[src/rtl/ihba_pkg.sv]
package ihba_pkg;
	// host side geometry
	localparam int ADDR_W = 4;
	localparam int DATA_W = 16;
	localparam int SYNC_W = 3 + ADDR_W + DATA_W;
	// index register: three usable bytes, the top byte is reserved
	localparam int IDX_W = 24;
	localparam int IDX_BYTES = 3;
	localparam int NUM_IDX = 2;
	localparam int INT_AW = 24;
	localparam logic [IDX_W-1:0] IDX_RST = 24'h000000;
	localparam logic [15:0] DATA_RST = 16'h0000;
	// host address fields: slot in [3:2], byte in [1:0]
	localparam int SLOT_LSB = 2;
	localparam int WORD_BIT = 1;
	localparam int PAIR_BIT = 3;
	localparam int KIND_BIT = 2;
	// slot kind taken from KIND_BIT: 0 index register, 1 data register
	localparam logic KIND_INDEX = 1'b0;
	typedef enum logic [2:0] {
		IHBA_IDLE,
		IHBA_RD_ADDR,
		IHBA_RD_WAIT,
		IHBA_RD_HOLD,
		IHBA_NPW_HOLD,
		IHBA_WR_OPEN
	} ihba_state_t;
endpackage

[src/rtl/ihba_idx_mem.sv]
`timescale 1ns/1ps
`default_nettype none
module ihba_idx_mem (
	input wire logic clk_sys,
	input wire logic rst,
	input wire logic wr_en,
	input wire logic wr_sel,
	input wire logic [ihba_pkg::IDX_BYTES-1:0] wr_be,
	input wire logic [ihba_pkg::IDX_W-1:0] wr_data,
	input wire logic rd_sel,
	output logic [ihba_pkg::IDX_W-1:0] rd_data
);
	logic [ihba_pkg::IDX_W-1:0] mem_q [ihba_pkg::NUM_IDX];
	logic [ihba_pkg::IDX_W-1:0] rd_q;

	always_ff @(posedge clk_sys) begin
		if (rst) begin
			for (int e = 0; e < ihba_pkg::NUM_IDX; e++) begin
				mem_q[e] <= ihba_pkg::IDX_RST;
			end
			rd_q <= ihba_pkg::IDX_RST;
		end else begin
			for (int b = 0; b < ihba_pkg::IDX_BYTES; b++) begin
				if (wr_en && wr_be[b]) begin
					mem_q[wr_sel][8*b +: 8] <= wr_data[8*b +: 8];
				end
			end
			rd_q <= mem_q[rd_sel];
		end
	end

	assign rd_data = rd_q;
endmodule
`default_nettype wire

[src/rtl/ihba_sync.sv]
`timescale 1ns/1ps
`default_nettype none
module ihba_sync #(
	parameter int W = 1
) (
	input wire logic clk_sys,
	input wire logic rst,
	input wire logic [W-1:0] async_in,
	output logic [W-1:0] sync_out
);
	logic [W-1:0] meta_q;
	logic [W-1:0] sync_q;

	// two flops per bit; the first is read only by the second
	genvar i;
	generate
		for (i = 0; i < W; i++) begin : g_bit
			always_ff @(posedge clk_sys) begin
				if (rst) begin
					meta_q[i] <= 1'b0;
					sync_q[i] <= 1'b0;
				end else begin
					meta_q[i] <= async_in[i];
					sync_q[i] <= meta_q[i];
				end
			end
		end
	endgenerate

	assign sync_out = sync_q;
endmodule
`default_nettype wire

[src/rtl/ihba_top.sv]
`timescale 1ns/1ps
`default_nettype none
module ihba_top (
	input wire logic clk_sys,
	input wire logic rst,
	input wire logic cfg_wide,
	input wire logic cfg_posted,
	input wire logic cfg_cs_pol,
	input wire logic cfg_rd_pol,
	input wire logic cfg_wr_pol,
	input wire logic cfg_wait_pol,
	input wire logic host_cs,
	input wire logic host_rd,
	input wire logic host_wr,
	input wire logic [ihba_pkg::ADDR_W-1:0] host_addr,
	input wire logic [ihba_pkg::DATA_W-1:0] host_data_in,
	output logic [ihba_pkg::DATA_W-1:0] host_data_out,
	output logic host_data_oe_lo,
	output logic host_data_oe_hi,
	output logic host_wait_out,
	output logic host_wait_oe,
	output logic int_req,
	output logic int_we,
	output logic [ihba_pkg::INT_AW-1:0] int_addr,
	output logic [3:0] int_be,
	output logic [31:0] int_wdata,
	input wire logic [31:0] int_rdata,
	input wire logic int_ack,
	output logic write_pending
);
	logic [ihba_pkg::SYNC_W-1:0] raw;
	logic [ihba_pkg::SYNC_W-1:0] syn;
	logic cs_s, rd_s, wr_s, hold;
	logic [ihba_pkg::ADDR_W-1:0] addr_s;
	logic [ihba_pkg::DATA_W-1:0] data_s;
	ihba_pkg::ihba_state_t state_q, state_d;
	logic [ihba_pkg::ADDR_W-1:0] acc_q, acc_d;
	logic [ihba_pkg::DATA_W-1:0] wdat_q, wdat_d, rdat_q, rdat_d;
	logic wbusy_q, wbusy_d, pend_q, pend_d;
	logic ireq_q, ireq_d, iwe_q, iwe_d;
	logic [ihba_pkg::INT_AW-1:0] iaddr_q, iaddr_d;
	logic [3:0] ibe_q, ibe_d;
	logic [31:0] iwd_q, iwd_d;
	logic mem_we;
	logic [ihba_pkg::IDX_W-1:0] idx_rd;
	logic [31:0] wd32, idx32;
	logic [3:0] be32;
	logic acc_is_idx;
	logic [1:0] arm_q, arm_d;

	// byte enables over a 32-bit word for the latched host address
	function automatic logic [3:0] lane_be(input logic wide,
		input logic [ihba_pkg::ADDR_W-1:0] a);
		if (wide) begin
			lane_be = a[ihba_pkg::WORD_BIT] ? 4'hC : 4'h3;
		end else begin
			lane_be = 4'h1 << a[1:0];
		end
	endfunction

	// pick the host lanes out of a 32-bit word
	function automatic logic [15:0] lane_pick(input logic wide,
		input logic [ihba_pkg::ADDR_W-1:0] a, input logic [31:0] w);
		if (wide) begin
			lane_pick = a[ihba_pkg::WORD_BIT] ? w[31:16] : w[15:0];
		end else begin
			lane_pick = {8'h00, w[8*a[1:0] +: 8]};
		end
	endfunction

	assign raw = {host_cs, host_rd, host_wr, host_addr, host_data_in};

	ihba_sync #(.W(ihba_pkg::SYNC_W)) u_sync (
		.clk_sys(clk_sys),
		.rst(rst),
		.async_in(raw),
		.sync_out(syn)
	);

	// strobes act only after two flops, then polarity is applied
	// reset flops read as active for a low pin: select waits for real levels
	assign cs_s = arm_q[1] &&
		(syn[ihba_pkg::SYNC_W-1] ~^ cfg_cs_pol);
	assign rd_s = syn[ihba_pkg::SYNC_W-2] ~^ cfg_rd_pol;
	assign wr_s = syn[ihba_pkg::SYNC_W-3] ~^ cfg_wr_pol;
	assign addr_s = syn[ihba_pkg::DATA_W +: ihba_pkg::ADDR_W];
	// narrow mode never looks at the upper lanes
	assign data_s = cfg_wide ? syn[ihba_pkg::DATA_W-1:0] :
		{8'h00, syn[7:0]};

	assign acc_is_idx = acc_q[ihba_pkg::KIND_BIT] == ihba_pkg::KIND_INDEX;
	assign wd32 = cfg_wide ? {wdat_q, wdat_q} : {4{wdat_q[7:0]}};
	assign be32 = lane_be(cfg_wide, acc_q);
	// reserved top byte of an index register reads as zero
	assign idx32 = {8'h00, idx_rd};

	ihba_idx_mem u_idx (
		.clk_sys(clk_sys),
		.rst(rst),
		.wr_en(mem_we),
		.wr_sel(acc_q[ihba_pkg::PAIR_BIT]),
		.wr_be(be32[ihba_pkg::IDX_BYTES-1:0]),
		.wr_data(wd32[ihba_pkg::IDX_W-1:0]),
		.rd_sel(acc_q[ihba_pkg::PAIR_BIT]),
		.rd_data(idx_rd)
	);

	always_comb begin
		state_d = state_q;
		acc_d = acc_q;
		wdat_d = wdat_q;
		rdat_d = rdat_q;
		wbusy_d = wbusy_q;
		pend_d = pend_q;
		ireq_d = ireq_q;
		iwe_d = iwe_q;
		iaddr_d = iaddr_q;
		ibe_d = ibe_q;
		iwd_d = iwd_q;
		mem_we = 1'b0;
		hold = 1'b0;
		arm_d = {arm_q[0], 1'b1};
		// commit engine for writes already released by the host
		if (wbusy_q) begin
			if (acc_is_idx) begin
				mem_we = 1'b1;
				wbusy_d = 1'b0;
				pend_d = 1'b0;
			end else if (!ireq_q) begin
				ireq_d = 1'b1;
				iwe_d = 1'b1;
				iaddr_d = {idx_rd[ihba_pkg::IDX_W-1:2], 2'b00};
				ibe_d = be32;
				iwd_d = wd32;
			end else if (int_ack) begin
				ireq_d = 1'b0;
				wbusy_d = 1'b0;
				pend_d = 1'b0;
			end
		end
		case (state_q)
			ihba_pkg::IHBA_IDLE: begin
				// held at select only for a pending write or a new strobe
				hold = pend_q || (cs_s && (rd_s || (wr_s && !cfg_posted)));
				if (cs_s && !wbusy_q && rd_s) begin
					acc_d = addr_s;
					state_d = ihba_pkg::IHBA_RD_ADDR;
				end else if (cs_s && !wbusy_q && wr_s) begin
					acc_d = addr_s;
					wdat_d = data_s;
					state_d = cfg_posted ? ihba_pkg::IHBA_WR_OPEN :
						ihba_pkg::IHBA_NPW_HOLD;
				end
			end
			ihba_pkg::IHBA_RD_ADDR: begin
				hold = 1'b1;
				state_d = ihba_pkg::IHBA_RD_WAIT;
			end
			ihba_pkg::IHBA_RD_WAIT: begin
				hold = 1'b1;
				if (acc_is_idx) begin
					rdat_d = lane_pick(cfg_wide, acc_q, idx32);
					state_d = ihba_pkg::IHBA_RD_HOLD;
				end else if (!ireq_q) begin
					if (!(cs_s && rd_s)) begin
						state_d = ihba_pkg::IHBA_IDLE;
					end else begin
						ireq_d = 1'b1;
						iwe_d = 1'b0;
						iaddr_d = {idx_rd[ihba_pkg::IDX_W-1:2], 2'b00};
						ibe_d = be32;
					end
				end else if (int_ack) begin
					ireq_d = 1'b0;
					rdat_d = lane_pick(cfg_wide, acc_q, int_rdata);
					state_d = ihba_pkg::IHBA_RD_HOLD;
				end
			end
			ihba_pkg::IHBA_RD_HOLD: begin
				if (!(cs_s && rd_s)) begin
					state_d = ihba_pkg::IHBA_IDLE;
				end
			end
			ihba_pkg::IHBA_NPW_HOLD: begin
				// one cycle to accept, then the host may release
				hold = 1'b1;
				wdat_d = data_s;
				state_d = ihba_pkg::IHBA_WR_OPEN;
			end
			ihba_pkg::IHBA_WR_OPEN: begin
				if (cs_s && wr_s) begin
					wdat_d = data_s;
				end else begin
					// trailing edge: the last sample is written
					wbusy_d = 1'b1;
					pend_d = cfg_posted;
					state_d = ihba_pkg::IHBA_IDLE;
				end
			end
			default: begin
				state_d = ihba_pkg::IHBA_IDLE;
			end
		endcase
	end

	always_ff @(posedge clk_sys) begin
		if (rst) begin
			state_q <= ihba_pkg::IHBA_IDLE;
			arm_q <= 2'h0;
			acc_q <= '0;
			wdat_q <= ihba_pkg::DATA_RST;
			rdat_q <= ihba_pkg::DATA_RST;
			wbusy_q <= 1'b0;
			pend_q <= 1'b0;
			ireq_q <= 1'b0;
			iwe_q <= 1'b0;
			iaddr_q <= '0;
			ibe_q <= 4'h0;
			iwd_q <= 32'h00000000;
		end else begin
			state_q <= state_d;
			arm_q <= arm_d;
			acc_q <= acc_d;
			wdat_q <= wdat_d;
			rdat_q <= rdat_d;
			wbusy_q <= wbusy_d;
			pend_q <= pend_d;
			ireq_q <= ireq_d;
			iwe_q <= iwe_d;
			iaddr_q <= iaddr_d;
			ibe_q <= ibe_d;
			iwd_q <= iwd_d;
		end
	end

	// hold-off floats whenever select is inactive
	assign host_wait_oe = cs_s;
	assign host_wait_out = hold ? cfg_wait_pol : ~cfg_wait_pol;
	// read lanes are driven from the cycle after the strobe is seen until it ends, valid after hold drops
	assign host_data_oe_lo = cs_s && rd_s && (state_q == ihba_pkg::IHBA_RD_ADDR ||
		state_q == ihba_pkg::IHBA_RD_WAIT ||
		state_q == ihba_pkg::IHBA_RD_HOLD);
	assign host_data_oe_hi = host_data_oe_lo && cfg_wide;
	assign host_data_out = rdat_q;
	assign int_req = ireq_q;
	assign int_we = iwe_q;
	assign int_addr = iaddr_q;
	assign int_be = ibe_q;
	assign int_wdata = iwd_q;
	assign write_pending = pend_q;

	chk_wait_float: assert property (@(posedge clk_sys) disable iff (rst)
		!(syn[ihba_pkg::SYNC_W-1] ~^ cfg_cs_pol) |-> !host_wait_oe)
		else $error("hold-off driven without chip select");
	chk_posted_start: assert property (@(posedge clk_sys) disable iff (rst)
		$rose(cs_s) && !rd_s && !wr_s && cfg_posted |-> hold == pend_q)
		else $error("posted access start level wrong");
	chk_posted_release: assert property (@(posedge clk_sys) disable iff (rst)
		state_q == ihba_pkg::IHBA_WR_OPEN && cfg_posted && cs_s && !wr_s
		|=> pend_q && hold)
		else $error("posted write release not held off");
	chk_posted_together: assert property (@(posedge clk_sys) disable iff (rst)
		state_q == ihba_pkg::IHBA_WR_OPEN && cfg_posted && !cs_s && !wr_s
		|-> !host_wait_oe ##1 wbusy_q)
		else $error("joint release lost write or showed hold");
	chk_wr_sample: assert property (@(posedge clk_sys) disable iff (rst)
		state_q == ihba_pkg::IHBA_WR_OPEN && cs_s && wr_s |=> wdat_q == $past(data_s))
		else $error("write data not tracked to trailing edge");
	chk_np_start: assert property (@(posedge clk_sys) disable iff (rst)
		state_q == ihba_pkg::IHBA_IDLE && cs_s && !rd_s && !wr_s && !pend_q
		|-> !hold)
		else $error("idle select held off without cause");
	chk_np_accept: assert property (@(posedge clk_sys) disable iff (rst)
		state_q == ihba_pkg::IHBA_IDLE && cs_s && wr_s && !rd_s && !wbusy_q
		&& !cfg_posted |-> hold ##1 hold ##1 !hold)
		else $error("non-posted write hold sequence wrong");
	chk_rd_held: assert property (@(posedge clk_sys) disable iff (rst)
		state_q == ihba_pkg::IHBA_IDLE && cs_s && rd_s && !wbusy_q
		|-> hold ##1 hold ##1 hold)
		else $error("read not held off at strobe");
	chk_rd_valid: assert property (@(posedge clk_sys) disable iff (rst)
		state_q == ihba_pkg::IHBA_RD_HOLD && cs_s && rd_s |-> !hold && host_data_oe_lo)
		else $error("read data not driven when released");
	chk_narrow_hi: assert property (@(posedge clk_sys) disable iff (rst)
		!cfg_wide |-> !host_data_oe_hi)
		else $error("upper lanes driven in narrow mode");
	chk_route_index: assert property (@(posedge clk_sys) disable iff (rst)
		$rose(ireq_q) |-> iaddr_q == {idx_rd[ihba_pkg::IDX_W-1:2], 2'b00})
		else $error("internal access not routed by index");
endmodule
`default_nettype wire

[config.mk]
export PLATFORM = sky130hd
export DESIGN_NAME = ihba_top
export DESIGN_NICKNAME = d
export VERILOG_FILES = /design/src/rtl/ihba_pkg.sv /design/src/rtl/ihba_idx_mem.sv /design/src/rtl/ihba_sync.sv /design/src/rtl/ihba_top.sv
export SDC_FILE = /design/constraint.sdc
export NUM_CORES = 1
export LEC_CHECK = 0
export BUFFER_PORTS_ARGS = -buffer_cell sky130_fd_sc_hd__clkbuf_2
export CAP_MARGIN = 10
export CORE_MARGIN = 2
export CORE_UTILIZATION = 55
export DETAILED_ROUTE_END_ITERATION = 10
export HOLD_SLACK_MARGIN = 0.08
export MAX_ROUTING_LAYER = met4
export PLACE_DENSITY = 0.79
export SLEW_MARGIN = 30
export SYNTH_ARGS = -nofsm -noshare
export SYNTH_HDL_FRONTEND = slang
export SYNTH_HIERARCHICAL = 1
export SYNTH_SLANG_ARGS = --single-unit
[constraint.sdc]
create_clock -name clk_sys -period 2.79 [get_ports clk_sys]
set_input_delay 0.837 -clock clk_sys [delete_from_list [all_inputs] [get_ports clk_sys]]
set_output_delay 0.837 -clock clk_sys [all_outputs]
set_load 0.05 [all_outputs]
==> run_results.csv, run 1 <==
group,metric,value,unit
floorplan,start_util,0.5691,
synthesis,synth-seq-cells,207,
sta,hold_ws,0.4308,ns
synthesis,synth_ff_type,"dfxtp_1",
grt,grt_antenna_before_repair,0,
synthesis,synth_area_leaders,"dfxtp_1 38%, edfxtp_1 17%, mux2i_1 7.4%",
power_and_ir_drop,ir_drop,0.0004221,V
grt,grt_pass1_wl,29.63,mm
grt,grt_pass1_vias,5740,
clock_network,clock-root-buffer,"clkbuf_16",
critical_path,critPathBufInv,2,
power_and_ir_drop,finalPower,6260,uW
sta,tns,0,ns
floorplan,io_pins,147,
synthesis,syn_avg_cell_area,10.59,um^2
routing,vias,6094,
sta,hold_violations,0,
synthesis,syn-num-nets,851,
critical_path,start_kind,"primary input",
sta,fmax,364.5,MHz
critical_path,arrival,1.91,ns
synthesis,synth_area,8334,um^2
final_layout,area_growth,17.84,%
grt,overflow,0,
placed_design,port_buffers,146,
synthesis,synth_top_cell_area_share,0.3819,
clock_network,cts.path.max_buffers,3,
clock_network,cts_htree_levels,1,
critical_path,path_cells,"buf_8 > xnor2_4 > a311oi_2 > and4_1 > nor3_4 > buf_12",
routing,drt_first_pass_iters,4,
critical_path,crit_fanout,4,
clock_network,path_clk_slew,0.06,ns
power_and_ir_drop,p_per_area,637.5,nW/um^2
critical_path,path_delay_family,"simple AND/OR/NAND/NOR gates",
final_layout,postLayoutCellArea,9821,um^2
final_layout,drive_gt1_frac,0.2636,
placed_design,dp_hpwl,12.77,mm
clock_network,insertion_delay,0.49,ns
floorplan,die_h,127.1,um
job,max_cap_violations,0,
placed_design,post-place-ws,-0.03452,ns
sta,period_share,0.9832,
sta,tightestPinTransition,0.7186,ns
final_layout,nets,968,
synthesis,ys_warn_count,6,
critical_path,cp_slowest_cell,"a311oi_2",
final_layout,layout_commonest_cell,"dfxtp_1",
routing,wl_per_cell,16.67,um
final_layout,num_antenna_cells,0,
routing,drt_wl_total,18.37,mm
routing,drt_iter0_markers,435,
sta,period_minus_slack,2.743,ns
floorplan,dieWidth,127.1,um
routing,viasPerCell,5.530,
clock_network,numCtsBuffers,21,
synthesis,synth_top_area_cell,"dfxtp_1",
grt,grt_max_degree,49,
synthesis,synth_edf_count,48,
placed_design,routabilityCongestion,0.8627,
critical_path,worst-setup-path-type,"primary input to output port",
status,status,"completed",
critical_path,cp-end-kind,"output port",
synthesis,async_flop_share,0,
floorplan,die_area,16150,um^2
placed_design,placed_area,9165,um^2
final_layout,mostFrequentLayoutCells,"157 x dfxtp_1, 141 x clkbuf_2, 69 x nand2_1, 62 x mux2i_1, 59 x a21oi_1",
routing,post-route-drc-count,0,
sta,rsz0062_at_grt,"yes",
power_and_ir_drop,p_leak,0.004181,uW
worst_hold_path,worst_hold_path_type,"flip-flop to flip-flop",
sta,slew_headroom,0.5210,
clock_network,postCtsSetupBuffers,0,
synthesis,syn_inst,787,
sta,slew_violations,0,
synthesis,ys_types,58,
synthesis,ys_seq_area_frac,0.5549,
sta,fin_skew,0.01854,ns
floorplan,rows,44,
final_layout,fillers,1152,
routing,ant_nets,0,
clock_network,cts_tree,"yes",
critical_path,max_stage_delay,0.32,ns
grt,grt_use_total,0.2339,
critical_path,cp_data_required_time,1.95,ns
sta,setup_viol_count_final,0,
sta,final.setup.worst_slack,0.04687,ns
clock_network,clock-sinks,207,
floorplan,core_area,14640,um^2
[power by group]
group	leakage [uW]	switching, uW	internal, uW	total [uW]
sequential	0.00179	55.2	3150	3210
clock	0.000310	1100	1470	2580
combinational	0.00208	279	197	476
total	0.00418	1440	4820	6260
[registers in the layout, indices dropped and copies added, names as in the netlist]
signal           cells
wbusy_q              1
state_q              3
wdat_q              16
int_we               1
u_sync/sync_out     23
acc_q                4
u_sync/meta_q       23
int_be               4
int_req              1
int_addr            24
u_idx/mem_q         48
u_idx/rd_data       24
write_pending        1
arm_q                2
host_data_out       16
int_wdata           16
[synth_stat cells, types with 3 or more instances]
cell type and count:
nor2b_2 4, a21oi_1 59, dfxtp_1 159, buf_4 24, and2b_1 3, mux4_2 8
o2bb2ai_1 8, o21ai_0 15, nand3_1 44, o21ai_1 19, xnor2_2 3, nor3_1 5
edfxtp_1 48, buf_2 26, a21o_1 6, mux2i_1 62, and3_1 48, nor2b_1 50
nor3b_1 4, nor2_1 37, nand2_1 69, inv_1 3, o211ai_1 3, mux2_2 8
and2_1 7, clkbuf_1 24
[logic make-up (layout without fill, tap and decap cells)]
kind of cell,after synthesis,in the layout,share of synthesized area
and+or+nand+nor,284,284,0.1799
DFF,207,207,0.5549
AOI/OAI and AO/OA,130,130,0.09383
buffers and inverters,82,213,0.05555
muxes,78,78,0.1069
xor gates and xnor gates,6,6,0.009009
[what timing repair did]
| action | 4_1_cts | 5_1_grt |
|---|---|---|
| pin swaps | 0 | 6 |
| hold buffers | 0 | 0 |
| endpoints found under the setup margin | 1 | 3 |
| gates resized for setup | 2 | 10 |
| cloned | 0 | 0 |
[final timing paths]
kind	startpoint	endpoint	slack [ns]	cells after the start
hold / removal	u_sync/meta_q[21]$_SDFF_PP0_	u_sync/sync_out[21]$_SDFF_PP0_	0.43	1
setup / recovery	cfg_cs_pol	host_wait_out	0.05	6
setup reg to reg	wbusy_q$_SDFF_PP0_	u_idx/mem_q[0][3]$_SDFFCE_PN0P_	0.61	3
hold reg to reg	u_sync/meta_q[21]$_SDFF_PP0_	u_sync/sync_out[21]$_SDFF_PP0_	0.43	1
[through the flow]
step | cells | util
5_1_grt | 1102 | 0.6706
3_5_place_dp | 1065 | 0.6259
2_1_floorplan | 787 | -
4_1_cts | 1102 | 0.6693
6_report | 1102 | 0.6706
3_3_place_gp | 1065 | 0.6259
[area by class of cell]
| cell class | instances | area (um^2) | area share |
|---|---|---|---|
| Sequential cell | 207 | 4629 | 0.4714 |
| Multi-Input combinational cell | 498 | 3327 | 0.3388 |
| Timing Repair Buffer | 173 | 993.5 | 0.1012 |
| Clock buffer | 30 | 590.6 | 0.06014 |
| Tap cell | 184 | 230.2 | 0.02344 |
| Clock inverter | 7 | 38.79 | 0.003950 |
| Inverter | 3 | 11.26 | 0.001147 |
[routing by layer]
metal / part of all wire / vias up / wire length [um] / GRT usage
met4: 0.029 / 0 / 531 / 0.07046
li1: - / 2973 / - / -
met3: 0.074 / 43 / 1365 / 0.04355
met5: 0 / - / 0 / -
met2: 0.47 / 261 / 8554 / 0.3735
met1: 0.43 / 2817 / 7915 / 0.3068
No activity file was read; power rests on OpenSTA's default activity.
==> run 2: changes to the inputs <==
Settings changed: CORE_UTILIZATION 55 to 42, PLACE_DENSITY 0.79 to unset.
Clock period 2.79 ns to 3.4 ns, I/O delays scaled along.
==> run 2 against run 1 <==
Core utilization down 17 points; non-clock buffer count down 9; die area up 30%; cell count up 6.6%; sequential share of layout area down 0.14 points; worst hold slack better by 0.0026 ns; clock skew down 0.011 ns; register-to-register slack better by 0.65 ns; sequential power down 18%; count of clock-buffer cells in the layout up 4; sequential cell count unchanged; clock power down 12%.
==> run_results.csv, run 2 (synthesis results as in run 1) <==
group,metric,value,unit
sta,slew_violations,0,
sta,slew_headroom,0.4468,
final_layout,layout_commonest_cell,"dfxtp_1",
floorplan,die_area,20990,um^2
grt,grt_pass1_vias,5645,
sta,fin_skew,0.007447,ns
routing,vias,5943,
placed_design,port_buffers,146,
floorplan,core_area,19460,um^2
sta,period_share,0.9524,
critical_path,r2r-end,"u_idx/mem_q[0][12]$_SDFFCE_PN0P_",
grt,overflow,0,
sta,hold_violations,0,
job,max_cap_violations,0,
placed_design,numPlacedInstances,1137,
clock_network,cts_htree_levels,1,
worst_hold_path,hold_depth,1,
power_and_ir_drop,ir_drop,0.0003306,V
power_and_ir_drop,p_per_area,536.9,nW/um^2
sta,period_minus_slack,3.238,ns
floorplan,start_util,0.4282,
routing,drt_wl_total,19.56,mm
critical_path,r2r_cells,3,
status,status,"completed",
sta,tns,0,ns
sta,fmax,308.8,MHz
floorplan,rows,51,
floorplan,die_h,144.9,um
clock_network,clock-sinks,207,
critical_path,cp_data_required_time,2.38,ns
critical_path,cp-end-kind,"output port",
final_layout,mostFrequentLayoutCells,"159 x dfxtp_1, 144 x clkbuf_2, 69 x nand2_1, 62 x mux2i_1, 59 x a21oi_1",
routing,wl_per_cell,16.64,um
critical_path,r2r_slack,1.26,ns
placed_design,placed_area,9148,um^2
grt,grt_use_total,0.1925,
final_layout,postLayoutCellArea,9839,um^2
placed_design,dp_hpwl,13.44,mm
final_layout,nets,960,
grt,grt_antenna_before_repair,0,
critical_path,r2r-start,"wbusy_q$_SDFF_PP0_",
final_layout,fillers,1801,
critical_path,worst-setup-path-type,"primary input to output port",
clock_network,post_cts_resized,0,
routing,drt_first_pass_iters,5,
sta,rsz0062_at_grt,"no",
clock_network,hold_buffers,0,
clock_network,numCtsBuffers,22,
routing,drt_iter0_markers,479,
final_layout,num_antenna_cells,0,
routing,post-route-drc-count,0,
final_layout,drive_gt1_frac,0.2527,
critical_path,arrival,2.22,ns
worst_hold_path,holdPathEnd,"u_sync/sync_out[22]$_SDFF_PP0_",
critical_path,crit_fanout,4,
clock_network,cts_tree,"yes",
final_layout,final_util,0.5056,
final_layout,instances_no_fill,1175,
sta,hold_ws,0.4335,ns
power_and_ir_drop,p_leak,0.004162,uW
floorplan,io_pins,147,
critical_path,path_cells,"clkbuf_2 > xnor2_2 > a311oi_1 > nor2_1 > nor3_2 > buf_12",
sta,tightestPinTransition,0.8286,ns
final_layout,area_growth,18.06,%
critical_path,max_stage_delay,0.37,ns
placed_design,routabilityCongestion,0.8522,
grt,grt_max_degree,63,
clock_network,path_clk_slew,0.06,ns
grt,grt_pass1_wl,30.72,mm
routing,ant_nets,0,
clock_network,insertion_delay,0.50,ns
critical_path,cp_slowest_cell,"a311oi_1",
clock_network,clock-root-buffer,"clkbuf_16",
floorplan,dieWidth,144.9,um
sta,setup_viol_count_final,0,
final_layout,top_register,"u_idx/mem_q",
worst_hold_path,hp-start,"u_sync/meta_q[22]$_SDFF_PP0_",
worst_hold_path,worst_hold_path_type,"flip-flop to flip-flop",
critical_path,start_kind,"primary input",
clock_network,postCtsSetupBuffers,0,
clock_network,cts.path.max_buffers,3,
final_layout,largest_reg_flops,48,
routing,viasPerCell,5.058,
[run 2: cell count changes in the layout (fill, tap and decap cells not counted), sizes merged]
cell	delta
buf	-12
clkbuf	+7
clkinv	-2
clkinvlp	-1
[run 2: worst max path at each step]
stage               slack [ns]        from  cells after the start              end
finish                    0.16  cfg_cs_pol                      6    host_wait_out
global route              0.05  cfg_cs_pol                      6    host_wait_out
CTS                       0.15  cfg_cs_pol                      6    host_wait_out
detailed placement        0.15  cfg_cs_pol                      6    host_wait_out
global placement          0.16  cfg_cs_pol                      6    host_wait_out
floorplan                -0.33  cfg_cs_pol                      5  host_data_oe_hi
[run 2: power by group]
group	leakage, uW	internal (uW)	switching, uW
Clock	0.000345	1350	935
Sequential	0.00179	2590	46.0
Combinational	0.00202	145	222
[run 2: layout make-up]
cell class / instances / area [um^2] / area share
multi-input cells: 498 / 3257 / 0.3310
well taps: 265 / 331.6 / 0.03370
clock buffers: 34 / 668.1 / 0.06790
clock inverters: 4 / 23.77 / 0.002416
inverters: 3 / 11.26 / 0.001144
repair buffers: 164 / 923.4 / 0.09385
flip-flops and latches: 207 / 4624 / 0.4700
[run 2: critical path: cells and delay by family]
family / cells / cell delay [ns]
compound gates: 1 / 0.37
xor+xnor: 1 / 0.16
buf+inv: 2 / 0.28
simple gates: 2 / 0.38
[run 2: metrics by stage]
stage	setup slack [ns]	power, uW
final	0.1619	5283
after global placement	0.1575	3053
after CTS	0.1455	5342
after floorplan	-0.3263	2932
after detailed placement	0.1479	3056
after global routing	0.05462	5491
[run 2: metal layers]
metal	vias up	track usage	wire (um)
li1	2970	-	-
met1	2768	0.2571	9073
met2	183	0.3081	9007
met3	22	0.02896	1141
met4	0	0.05110	333
met5	-	-	0
